### src/hw/rps_pkg.sv
package rps_pkg;

	////////////////////////////////////////////////////////////////////////
	// comparator event inputs
	typedef struct packed {
		logic sync_low;
		logic ramp_on;
		logic ramp_ctl;
		logic ramp_top;
		logic vs_en;
		logic vs_low;
		logic vs_brown;
		logic otemp;
	} rps_cmp_t;

	localparam int CMP_W  = $bits(rps_cmp_t);
	localparam int PROG_W = 2;

	// ramp capacitor drive
	typedef struct packed {
		logic fast;
		logic charge;
		logic discharge;
	} rps_ramp_t;

	////////////////////////////////////////////////////////////////////////
	// operating modes from the programming pin
	typedef enum logic [1:0] {
		MODE_REV_TWO_STAGE = 2'h0,
		MODE_STATIC_ZV     = 2'h1,
		MODE_REV_SWITCHOFF = 2'h2
	} rps_mode_t;

	// ramp sequencer states
	typedef enum logic [4:0] {
		ST_IDLE  = 5'h01,
		ST_FAST1 = 5'h02,
		ST_ON    = 5'h04,
		ST_FAST2 = 5'h08,
		ST_DISCH = 5'h10
	} rps_state_t;

	////////////////////////////////////////////////////////////////////////
	// register map
	localparam int          ADDR_W      = 4;
	localparam int          DATA_W      = 16;
	localparam logic [3:0]  ADDR_CTRL   = 4'h0;
	localparam logic [3:0]  ADDR_STATUS = 4'h4;
	localparam logic [3:0]  ADDR_MASK   = 4'h8;
	localparam logic [3:0]  ADDR_STATE  = 4'hc;

	localparam int          CTRL_W      = 2;
	localparam int          CTRL_EN     = 0;
	localparam int          CTRL_AC     = 1;
	localparam logic [1:0]  CTRL_RST    = 2'h0;

	localparam int          EV_W        = 6;
	localparam int          EV_ZC       = 0;
	localparam int          EV_GATE_ON  = 1;
	localparam int          EV_GATE_OFF = 2;
	localparam int          EV_BROWN    = 3;
	localparam int          EV_OTEMP    = 4;
	localparam int          EV_SUPPLY   = 5;
	localparam logic [5:0]  EV_RST      = 6'h00;

endpackage

### src/hw/rps_sync.sv
`timescale 1ns/10ps
module rps_sync #(
	parameter int W = 8
) (
	input  wire logic         i_mclk,
	input  wire logic         i_srst,
	input  wire logic [W-1:0] i_async,
	output logic      [W-1:0] o_lvl,
	output logic      [W-1:0] o_rise,
	output logic      [W-1:0] o_fall
);

	logic [W-1:0] s1_q;
	logic [W-1:0] s2_q;
	logic [W-1:0] s3_q;

	////////////////////////////////////////////////////////////////////////
	// two-flop synchroniser and edge detector per bit
	genvar g;
	for (g = 0; g < W; g++) begin : g_bit
		always_ff @(posedge i_mclk) begin
			if (i_srst) begin
				s1_q[g] <= 1'b0;
				s2_q[g] <= 1'b0;
				s3_q[g] <= 1'b0;
			end else begin
				s1_q[g] <= i_async[g];
				s2_q[g] <= s1_q[g];
				s3_q[g] <= s2_q[g];
			end
		end
		assign o_lvl[g]  = s2_q[g];
		assign o_rise[g] = s2_q[g] & ~s3_q[g];
		assign o_fall[g] = ~s2_q[g] & s3_q[g];
	end

endmodule

### src/hw/rps_zc_div.sv
`timescale 1ns/10ps
module rps_zc_div (
	input  wire logic i_mclk,
	input  wire logic i_rst,
	input  wire logic i_zc,
	input  wire logic i_halve,
	output logic      o_zc
);

	logic phase_q;

	// passes every crossing, or every second one when halving
	always_ff @(posedge i_mclk) begin
		if (i_rst)
			phase_q <= 1'b0;
		else if (i_zc)
			phase_q <= ~phase_q;
	end

	assign o_zc = i_zc & (~i_halve | phase_q);

endmodule

### src/hw/rps_seq.sv
// Implementation choices: the address-and-strobe port and the address map.
`timescale 1ns/10ps
module rps_seq (
	input  wire logic                          i_mclk,
	input  wire logic                          i_srst,
	input  wire rps_pkg::rps_cmp_t             i_cmp,
	input  wire logic [rps_pkg::PROG_W-1:0]    i_prog,
	input  wire logic [rps_pkg::ADDR_W-1:0]    i_addr,
	input  wire logic [rps_pkg::DATA_W-1:0]    i_wdata,
	input  wire logic                          i_wr,
	input  wire logic                          i_rd,
	output logic      [rps_pkg::DATA_W-1:0]    o_rdata,
	output logic                               o_irq,
	output logic                               o_gate_drive_output,
	output rps_pkg::rps_ramp_t                 o_ramp
);

	localparam int SW = rps_pkg::CMP_W + rps_pkg::PROG_W;

	logic [SW-1:0]                  s_lvl;
	logic [SW-1:0]                  s_rise;
	rps_pkg::rps_cmp_t              lvl;
	rps_pkg::rps_cmp_t              rise;
	rps_pkg::rps_mode_t             mode_q;
	rps_pkg::rps_state_t            state_q;
	rps_pkg::rps_state_t            state_d;
	logic                           supply_ok_q;
	logic                           logic_rst;
	logic                           zc_evt;
	logic                           otemp_q;
	logic                           brown_q;
	logic                           first_q;
	logic                           zv_seen_q;
	logic                           permit;
	logic                           gate_d;
	logic [rps_pkg::CTRL_W-1:0]     ctrl_q;
	logic [rps_pkg::EV_W-1:0]       status_q;
	logic [rps_pkg::EV_W-1:0]       mask_q;
	logic [rps_pkg::EV_W-1:0]       ev;

	function automatic logic is_reverse(input rps_pkg::rps_mode_t m);
		return m != rps_pkg::MODE_STATIC_ZV;
	endfunction

	////////////////////////////////////////////////////////////////////////
	// input synchronisation
	rps_sync #(
		.W (SW)
	) u_sync (
		.i_mclk  (i_mclk),
		.i_srst  (i_srst),
		.i_async ({i_prog, i_cmp}),
		.o_lvl   (s_lvl),
		.o_rise  (s_rise),
		.o_fall  ()
	);

	assign lvl  = rps_pkg::rps_cmp_t'(s_lvl[rps_pkg::CMP_W-1:0]);
	assign rise = rps_pkg::rps_cmp_t'(s_rise[rps_pkg::CMP_W-1:0]);

	// the programming pin sets the mode while logic is held
	always_ff @(posedge i_mclk) begin
		if (i_srst)
			mode_q <= rps_pkg::MODE_REV_TWO_STAGE;
		else if (logic_rst)
			mode_q <= rps_pkg::rps_mode_t'(s_lvl[SW-1 -: rps_pkg::PROG_W]);
	end

	////////////////////////////////////////////////////////////////////////
	// supply monitor
	always_ff @(posedge i_mclk) begin
		if (i_srst)
			supply_ok_q <= 1'b0;
		else if (lvl.vs_low)
			supply_ok_q <= 1'b0;
		else if (lvl.vs_en)
			supply_ok_q <= 1'b1;
	end

	assign logic_rst = i_srst | ~supply_ok_q;

	rps_zc_div u_div (
		.i_mclk  (i_mclk),
		.i_rst   (logic_rst),
		.i_zc    (rise.sync_low),
		.i_halve (ctrl_q[rps_pkg::CTRL_AC]),
		.o_zc    (zc_evt)
	);

	////////////////////////////////////////////////////////////////////////
	// protection latches
	always_ff @(posedge i_mclk) begin
		if (i_srst)
			otemp_q <= 1'b0;
		else if (lvl.otemp)
			otemp_q <= 1'b1;
		else if (~supply_ok_q)
			otemp_q <= 1'b0;
	end

	always_ff @(posedge i_mclk) begin
		if (logic_rst)
			brown_q <= 1'b0;
		else if (lvl.vs_brown && is_reverse(mode_q))
			brown_q <= 1'b1;
		else if (zc_evt)
			brown_q <= 1'b0;
	end

	// single power-up cycle, independent of software enable
	always_ff @(posedge i_mclk) begin
		if (logic_rst) begin
			first_q   <= 1'b1;
			zv_seen_q <= 1'b0;
		end else if (is_reverse(mode_q)) begin
			if (state_q == rps_pkg::ST_FAST2 && state_d == rps_pkg::ST_DISCH)
				first_q <= 1'b0;
		end else if (zc_evt) begin
			zv_seen_q <= 1'b1;
			if (zv_seen_q)
				first_q <= 1'b0;
		end
	end

	assign permit = (ctrl_q[rps_pkg::CTRL_EN] | first_q) & ~otemp_q & ~brown_q;

	////////////////////////////////////////////////////////////////////////
	// ramp sequencer
	always_comb begin
		state_d = state_q;
		if (!is_reverse(mode_q))
			state_d = rps_pkg::ST_IDLE;
		else if (zc_evt)
			state_d = rps_pkg::ST_FAST1;
		else begin
			unique case (state_q)
				rps_pkg::ST_IDLE: state_d = rps_pkg::ST_IDLE;
				rps_pkg::ST_FAST1: begin
					if (lvl.ramp_on)
						state_d = rps_pkg::ST_ON;
				end
				rps_pkg::ST_ON: begin
					if (lvl.ramp_ctl)
						state_d = rps_pkg::ST_FAST2;
				end
				rps_pkg::ST_FAST2: begin
					if (lvl.ramp_top)
						state_d = rps_pkg::ST_DISCH;
				end
				rps_pkg::ST_DISCH: begin
					if (!lvl.ramp_on)
						state_d = rps_pkg::ST_IDLE;
				end
				default: state_d = rps_pkg::ST_IDLE;
			endcase
		end
	end

	always_ff @(posedge i_mclk) begin
		if (logic_rst)
			state_q <= rps_pkg::ST_IDLE;
		else
			state_q <= state_d;
	end

	always_ff @(posedge i_mclk) begin
		if (logic_rst)
			o_ramp <= '0;
		else begin
			o_ramp.fast      <= state_d == rps_pkg::ST_FAST1 ||
			                    state_d == rps_pkg::ST_FAST2;
			o_ramp.charge    <= state_d == rps_pkg::ST_FAST1 ||
			                    state_d == rps_pkg::ST_ON ||
			                    state_d == rps_pkg::ST_FAST2;
			o_ramp.discharge <= state_d == rps_pkg::ST_DISCH;
		end
	end

	////////////////////////////////////////////////////////////////////////
	// gate drive
	always_comb begin
		if (is_reverse(mode_q))
			gate_d = state_d == rps_pkg::ST_ON && permit;
		else if (zc_evt)
			gate_d = permit;
		else
			gate_d = o_gate_drive_output & ~otemp_q;
	end

	always_ff @(posedge i_mclk) begin
		if (logic_rst)
			o_gate_drive_output <= 1'b0;
		else
			o_gate_drive_output <= gate_d;
	end

	////////////////////////////////////////////////////////////////////////
	// register port and interrupt
	assign ev[rps_pkg::EV_ZC]       = zc_evt;
	assign ev[rps_pkg::EV_GATE_ON]  = gate_d & ~o_gate_drive_output & ~logic_rst;
	assign ev[rps_pkg::EV_GATE_OFF] = ~gate_d & o_gate_drive_output & ~logic_rst;
	assign ev[rps_pkg::EV_BROWN]    = lvl.vs_brown & ~brown_q &
	                                  is_reverse(mode_q) & ~logic_rst;
	assign ev[rps_pkg::EV_OTEMP]    = lvl.otemp & ~otemp_q;
	assign ev[rps_pkg::EV_SUPPLY]   = lvl.vs_low & supply_ok_q;

	always_ff @(posedge i_mclk) begin
		if (i_srst) begin
			ctrl_q <= rps_pkg::CTRL_RST;
			mask_q <= rps_pkg::EV_RST;
		end else if (i_wr) begin
			if (i_addr == rps_pkg::ADDR_CTRL)
				ctrl_q <= i_wdata[rps_pkg::CTRL_W-1:0];
			if (i_addr == rps_pkg::ADDR_MASK)
				mask_q <= i_wdata[rps_pkg::EV_W-1:0];
		end
	end

	// write one to clear, a new event wins over the clear
	always_ff @(posedge i_mclk) begin
		if (i_srst)
			status_q <= rps_pkg::EV_RST;
		else if (i_wr && i_addr == rps_pkg::ADDR_STATUS)
			status_q <= (status_q & ~i_wdata[rps_pkg::EV_W-1:0]) | ev;
		else
			status_q <= status_q | ev;
	end

	always_ff @(posedge i_mclk) begin
		if (i_srst)
			o_irq <= 1'b0;
		else
			o_irq <= |(status_q & mask_q);
	end

	always_ff @(posedge i_mclk) begin
		if (i_srst || !i_rd)
			o_rdata <= '0;
		else begin
			unique case (i_addr)
				rps_pkg::ADDR_CTRL:   o_rdata <= 16'(ctrl_q);
				rps_pkg::ADDR_STATUS: o_rdata <= 16'(status_q);
				rps_pkg::ADDR_MASK:   o_rdata <= 16'(mask_q);
				rps_pkg::ADDR_STATE:  o_rdata <= {4'h0, first_q, brown_q,
				                         otemp_q, supply_ok_q, mode_q,
				                         o_gate_drive_output, state_q};
				default:              o_rdata <= '0;
			endcase
		end
	end
endmodule

### config.mk
export PLATFORM = sky130hd
export DESIGN_NAME = rps_seq
export DESIGN_NICKNAME = d
export VERILOG_FILES = /design/src/hw/rps_pkg.sv /design/src/hw/rps_sync.sv /design/src/hw/rps_zc_div.sv /design/src/hw/rps_seq.sv
export SDC_FILE = /design/constraint.sdc
export NUM_CORES = 1
export LEC_CHECK = 0
export BUFFER_PORTS_ARGS = -buffer_cell sky130_fd_sc_hd__buf_2
export CAP_MARGIN = 15
export CORE_UTILIZATION = 53
export DETAILED_ROUTE_END_ITERATION = 10
export GPL_TIMING_DRIVEN = 0
export PLACE_DENSITY = 0.87
export SLEW_MARGIN = 20
export SYNTH_ARGS = -nofsm -noshare
export SYNTH_HDL_FRONTEND = slang
export SYNTH_SLANG_ARGS = --single-unit
export TNS_END_PERCENT = 1
### constraint.sdc
create_clock -name i_mclk -period 2.2 [get_ports i_mclk]
set_input_delay 0.22 -clock i_mclk [delete_from_list [all_inputs] [get_ports i_mclk]]
set_output_delay 0.22 -clock i_mclk [all_outputs]
set_load 0.05 [all_outputs]
# After elaboration in Yosys (flattened, before gate mapping)
# Index checks and enable logic that the tools add are counted.
[op_classes] n_reduce_logical=19 bitwise_logic=32 n_eq_ne=14 n_mux=19
[op_table] cell="case mux 12 bit (4 select lines)" count=1
[op_table] cell="two-way mux 5 bit" count=6
[op_table] cell="case mux 5 bit (4 select lines)" count=1
[op_table] cell="bitwise AND 1 bit" count=14
[op_table] cell="bitwise AND 6 bit" count=2
[op_table] cell="bitwise OR 6 bit" count=2
[op_table] cell="equality test 5 x 2 -> 1 bit, second input constant" count=2
[op_table] cell="equality test 5 x 3 -> 1 bit, second input constant" count=2
[op_table] cell="equality test 5 x 4 -> 1 bit, second input constant" count=2
[op_table] cell="equality test 5 bit, second input constant" count=2
[op_table] cell="two-way mux 1 bit" count=10
[op_table] cell="NOT 1 bit" count=10
[op_table] cell="equality test 4 bit, second input constant" count=2
[op_table] cell="two-way mux 6 bit" count=1
[op_table] cell="!= test 2 x 1 -> 1 bit, second input constant" count=3
[op_table] cell="NOT 6 bit" count=1
[op_table] cell="AND reduction 2 bit" count=3
[op_table] cell="nonzero test 2 bit" count=3
[op_table] cell="OR reduction 6 bit" count=1
[op_table] cell="equality test 4 x 3 -> 1 bit, second input constant" count=1
[op_table] cell="logical AND 1 bit" count=4
[op_table] cell="logical NOT 4 bit" count=1
[op_table] cell="logical OR 1 bit" count=4
[op_table] cell="bitwise OR 1 bit" count=3
[op_table] cell="other kinds (3)" count=3
[word_totals] reg_bits=69 input_bits=34 wordCells=122

# Depth between registers and ports, before layout
[logic_depth] word_depth=13 mapped_depth=5

# Modules after synthesis
# Synthesis repeated with hierarchy kept, for this count alone.
[unflattened] cells_unflattened=285 area_unflattened_um2=2942.8
[modules_own_cells] module="rps_seq" cells_each=197 seq_area_each_um2=860.8 area_per_inst_um2=1876.8 n_inst=1
[modules_own_cells] module="rps_sync" cells_each=83 seq_area_each_um2=600.6 area_per_inst_um2=1022.2 n_inst=1
[modules_own_cells] module="rps_zc_div" cells_each=5 seq_area_each_um2=20.0 area_per_inst_um2=43.8 n_inst=1

# Worst setup path before layout
# OpenSTA, ideal clock, no wires.
[synth_path] path_type="flip-flop to flip-flop" start="register state_q[4]" end="register o_ramp[2] (netlist name)" stages_incl_launch_ff=5 n_path_buf=1 t_arrival_ps=1453 setup_slack_ps=648 cell_sequence="dfxtp_1 > buf_6 > or4b_4 > a21o_1 > a2111oi_4"
[synth_via] elab_chain_len=6 elab_cells_between_ends=14 cone_classes="6 x eq/ne; 7 x mux; 1 x reduce/logical"
[synth_lines] element="from (decl)" line_no="rps_seq.sv:25" source="rps_pkg::rps_state_t state_q;"
[synth_lines] element="from (signal assigned)" line_no="rps_seq.sv:161" source="state_q <= rps_pkg::ST_IDLE;"
[synth_lines] element="from (signal assigned)" line_no="rps_seq.sv:163" source="state_q <= state_d;"
[synth_lines] element="equality test 5 bit, or another cell as far along" line_no="rps_seq.sv:136" source="unique case (state_q)"
[synth_lines] element="case mux 5 bit (4 select lines) (*)" line_no="rps_seq.sv:136"
[synth_lines] element="two-way mux 5 bit (*)" line_no="rps_seq.sv:133" source="else if (zc_evt)"
[synth_lines] element="two-way mux 5 bit (*)" line_no="rps_seq.sv:131" source="if (!is_reverse(mode_q))"
[synth_lines] element="equality test 5 x 2 -> 1 bit or equality test 5 x 4 -> 1 bit (tied branches)" line_no="rps_seq.sv:170, rps_seq.sv:171"
[synth_lines] element="logical OR 1 bit (*)" line_no="rps_seq.sv:170" source="o_ramp.fast <= state_d == rps_pkg::ST_FAST1 ||"
[synth_lines] element="to (decl)" line_no="rps_seq.sv:15" source="output rps_pkg::rps_ramp_t o_ramp"
# Mark *: on every way between the ends. The rest lies on a longest branch, timed or not.
# A chain may end at the register's enable or synchronous reset.

# Worst setup path in the final report
[layout_path] start="register state_q[1]" end="register status_q[2] (netlist name)"
[layout_via] elab_chain_len=12 elab_cells_between_ends=20 cone_classes="5 x eq/ne; 9 x mux; 5 x bitwise; 1 x reduce/logical"
[layout_lines] element="equality test 5 bit, or another cell as far along" line_no="rps_seq.sv:136"
[layout_lines] element="case mux 5 bit (4 select lines) (*)" line_no="rps_seq.sv:136"
[layout_lines] element="two-way mux 5 bit (*)" line_no="rps_seq.sv:133"
[layout_lines] element="two-way mux 5 bit (*)" line_no="rps_seq.sv:131"
[layout_lines] element="equality test 5 x 3 -> 1 bit (*)" line_no="rps_seq.sv:183" source="gate_d = state_d == rps_pkg::ST_ON && permit;"
[layout_lines] element="logical AND 1 bit (*)" line_no="rps_seq.sv:183"
[layout_lines] element="two-way mux 1 bit (*)" line_no="rps_seq.sv:182" source="if (is_reverse(mode_q))"
[layout_lines] element="NOT 1 bit (*)" line_no="rps_seq.sv:201" source="assign ev[rps_pkg::EV_GATE_OFF] = ~gate_d & o_gate_drive_output & ~logic_rst;"
[layout_lines] element="bitwise AND 1 bit (*) (2 in series)" line_no="rps_seq.sv:201"
[layout_lines] element="bitwise OR 6 bit (on tied branches)" line_no="rps_seq.sv:226, rps_seq.sv:224"
[layout_lines] element="two-way mux 6 bit (*)" line_no="rps_seq.sv:223" source="else if (i_wr && i_addr == rps_pkg::ADDR_STATUS)"
[layout_lines] element="to (signal assigned)" line_no="rps_seq.sv:222" source="status_q <= rps_pkg::EV_RST;"
[layout_lines] element="to (signal assigned)" line_no="rps_seq.sv:224" source="status_q <= (status_q & ~i_wdata[rps_pkg::EV_W-1:0]) | ev;"
[layout_lines] element="to (signal assigned)" line_no="rps_seq.sv:226" source="status_q <= status_q | ev;"
[layout_lines] element="to (decl)" line_no="rps_seq.sv:37" source="logic [rps_pkg::EV_W-1:0] status_q;"
# Marked as above.

==> metrics.md <==
| Metric | Value |
|---|---|
| WL/cell | about 15 µm |
| Global-route wire length before repair | between 9000 and 10000 µm |
| Clock transition at path regs | 70 ps |
| Die ar. | 5140 µm² |
| Nets@finish | 342 |
| DPL Wire Length | 3810 µm |
| Reg2reg path depth | 5 |
| Final ANT Viol Nets | 0 |
| RSZ-0062 raised after global routing | false |
| Endpoints failing hold | 0 |
| Layout cell share with drive strength beyond 1 | 25.9% |
| Worst Path Arrival | 1970 ps |
| Netlist cell types | 55 |
| I/O pins | 55 |
| Initial DRC Count | 197 |
| Final period utilization | 79.2% |
| Crit path capture | status_q[2] |
| WL final | 5370 µm |
| Die Span Y | 71.7 µm |
| Worst Hold Depth | 2 |
| Met2 Track Usage GR | 37.1% |
| Synthesized area | between 2000 and 3000 µm² |
| Synth Area in Adders | 0% |
| Core ar. | 4500 µm² |
| Synth-to-Final Area Change | 19.5% |
| Vias | about 2.1k |
| Worst stage delay on the critical path | 560 ps |
| Internal reg-to-reg setup slack | around 460 ps |
| Final Max Tran Viols | 0 |
| Later-pin clock latency in the skew report | 340 ps |
| PD cells | roughly 810 nW/µm² |
| Final instance area | 3070 µm² |
| TNS Setup | 0 ps |
| Setup Fix Bufs, Post-CTS | 0 |
| Post-synthesis mux area share | 6.61% |
| Max-Cap Viols | 0 |
| Initial Utilization | between 50% and 60% |
| Worst Max-Slew Pin Slew | 542 ps |
| CP Cell Sequence | buf_2, or4b_1, o211ai_2, nand4_2, a41o_1 |
| Slowest CP cell | or4b_1 |
| Fmax | 574 MHz |
| Port Buf Inserts | 39 |
| Hold_sp | i_cmp[1] |
| Hold Buf Count CTS | 0 |
| Crit path max fanout | 10 |
| GR Util All Layers | 23.4% |
| VDD IR max | 629 µV |
| Startpoint types | flop |
| Post-synthesis xor/xnor area fraction | 0.681% |
| Final setup vio count | 0 |
| Synth Warn # | 0 |
| Setup Crit Path Kind | reg -> reg |
| CTS Root Cell | clkbuf_8 |
| Reg-to-Reg Start | state_q[1] |
| Register area share after synthesis | 50.6% |
| Busiest grt layer | met2 |
| Via/cell ratio | 5.68 |
| Post_cts resized | 0 |
| Clock Sinks | 65 |
| Synth Area in Compound Gates | 12.9% |
| Simple-Gate Fraction of Synth Area | about a quarter |
| CP Data Required Time | around 2400 ps |
| DRC viols | 0 |
| Reg2reg end | status_q[2] |
| Vias in the first global route | 1897 |
| Static leakage | 0.00131 µW |
| Synth async-reset ratio | 0% |
| CTS buffer count | 9 |
| CP endpoint kind | flop |
| Final Wtd Congestion | 0.887 |
| Synthesized instance count | between 200 and 300 |
| Min cycle time layout | 1740 ps |
| GR Overflow Total | 0 |
| Clk_skew | roughly 11 ps |
| Largest net degree at the start of global routing | 12 |
| Syn avg cell area | 10.1 µm² |
| Pre-antenna DRT Iters | 5 |
| Hold Path Class | in -> reg |
| Critical path buffers and inverters | 1 |
| Top cell family by delay on the critical path | simple AND/OR/NAND/NOR gates |
| TritonCTS clock tree | done |
| Met3 Track Usage GR | 6.75% |
| Number of flops mapped to enable cells by yosys | 0 |
| Clk buf depth | 2 |
| Met1 Usage GRT | between 20% and 30% |
| Rel. slew slack | 63.4% |
| Largest family of logic cells by synthesized area | simple AND/OR/NAND/NOR gates |
| Max H-tree Level | 3 |
| Die width | roughly 72 µm |
| Status | complete, no violations |
| Site row count | 24 |
| CP Depth | 5 |
| CP startpoint | state_q[1] |
| Top FF cell, synth | dfxtp_1 |
| Fillers | 355 |
| Antenna diodes | 0 |
| Area post-placement | 2840 µm² |
| Initial antenna violation count | 0 |
| Synthesized flop and latch total | 65 |
[worst min-delay path by stage]
stage	to	slack [ps]
finish	u_sync.s1_q[1]	90
global route	u_sync.s1_q[1]	70
CTS	u_sync.s1_q[1]	70
detailed placement	supply_ok_q	410
global placement	supply_ok_q	410
floorplan	u_sync.s1_q[0]	350
[cell usage after synthesis (2+ instances only)]
cell	instances	area (µm²)
nand2_1	10	37.5
and3_1	3	18.8
nor3_1	4	20.0
a21oi_1	11	55.1
mux2_2	6	67.6
a41oi_1	3	26.3
clkbuf_1	7	26.3
and2b_2	3	26.3
nor2_1	21	78.8
o21ai_0	6	30.0
nand3_1	6	30.0
buf_4	4	30.0
nor4_1	2	12.5
nor2b_1	26	163
dfxtp_1	65	1300
a22oi_1	9	67.6
a21o_1	2	15.0
mux2i_1	8	80.1
and2_1	9	56.3
xnor2_1	2	17.5
a31oi_1	2	12.5
inv_1	6	22.5
nand2b_1	5	31.3
nand3b_1	3	22.5
buf_2	2	10.0
[sequential cells by signal (all words and copies together) (netlist names)]
name / flops
first_q: 1
o_rdata: 12
o_ramp: 3
u_div.phase_q: 1
u_sync.o_lvl: 10
ctrl_q: 2
otemp_q: 1
u_sync.s1_q: 10
status_q: 6
o_irq: 1
mode_q: 2
brown_q: 1
mask_q: 6
zv_seen_q: 1
state_q: 5
u_sync.s3_q: 1
o_gate_drive_output: 1
supply_ok_q: 1
[layer usage]
layer | share of wire [%] | vias up
met2 | 49 | 112
met4 | 1.6 | 0
li1 | - | 987
met5 | 0 | -
met3 | 6.4 | 14
met1 | 43 | 960
[layout by cell type (no fill, tap or decap), types with 8 or more instances in the layout]
cell type,netlist,layout
clkbuf_8,0,11
a22oi_1,9,9
buf_2,2,41
nand2_1,10,10
dfxtp_1,65,65
a21oi_1,11,11
nor2_1,21,21
and2_1,9,9
clkbuf_1,7,8
nor2b_1,26,26
mux2i_1,8,8
[stage by stage]
| stage | hold slack, ps | worst slack [ps] | instances | utilization (%) | power (µW) |
|---|---|---|---|---|---|
| global route | 73.8 | 357 | 365 | 68.3 | 2580 |
| detailed placement | 413 | 492 | 349 | 63.1 | 1370 |
| floorplan | 348 | 648 | 258 | - | 1320 |
| global placement | 411 | 526 | 349 | 63.1 | 1360 |
| finish | 93.2 | 458 | 365 | 68.3 | 2490 |
| CTS | 73.4 | 474 | 365 | 68.3 | 2510 |
[cells by family (layout without fill, tap and decap cells)]
| logic type | count (synthesis) | count (layout) |
|---|---|---|
| compound gates | 44 | 44 |
| xor+xnor | 2 | 2 |
| buf+inv | 21 | 76 |
| flops | 65 | 65 |
| mux | 15 | 15 |
| other cells | 1 | 4 |
| simple gates | 107 | 107 |
[power breakdown]
| part | total, µW | internal [µW] | leakage (µW) | switching, µW |
|---|---|---|---|---|
| clock | 1150 | 701 | 0.000109 | 448 |
| combinational | 132 | 52.1 | 0.000671 | 79.6 |
| sequential | 1210 | 1200 | 0.000529 | 12.0 |
[area by class of cell]
cell class	count	area [µm²]	share of cell area, %
tap	52	65.1	2.12
clock buffer	12	155	5.05
multi-input combinational	172	1180	38.3
buffer	15	82.6	2.69
timing repair buffer	39	195	6.35
sequential	65	1300	42.3
inverter	6	22.5	0.733
clock inverter	4	75.1	2.44
Power figures use the tool's default switching activity.
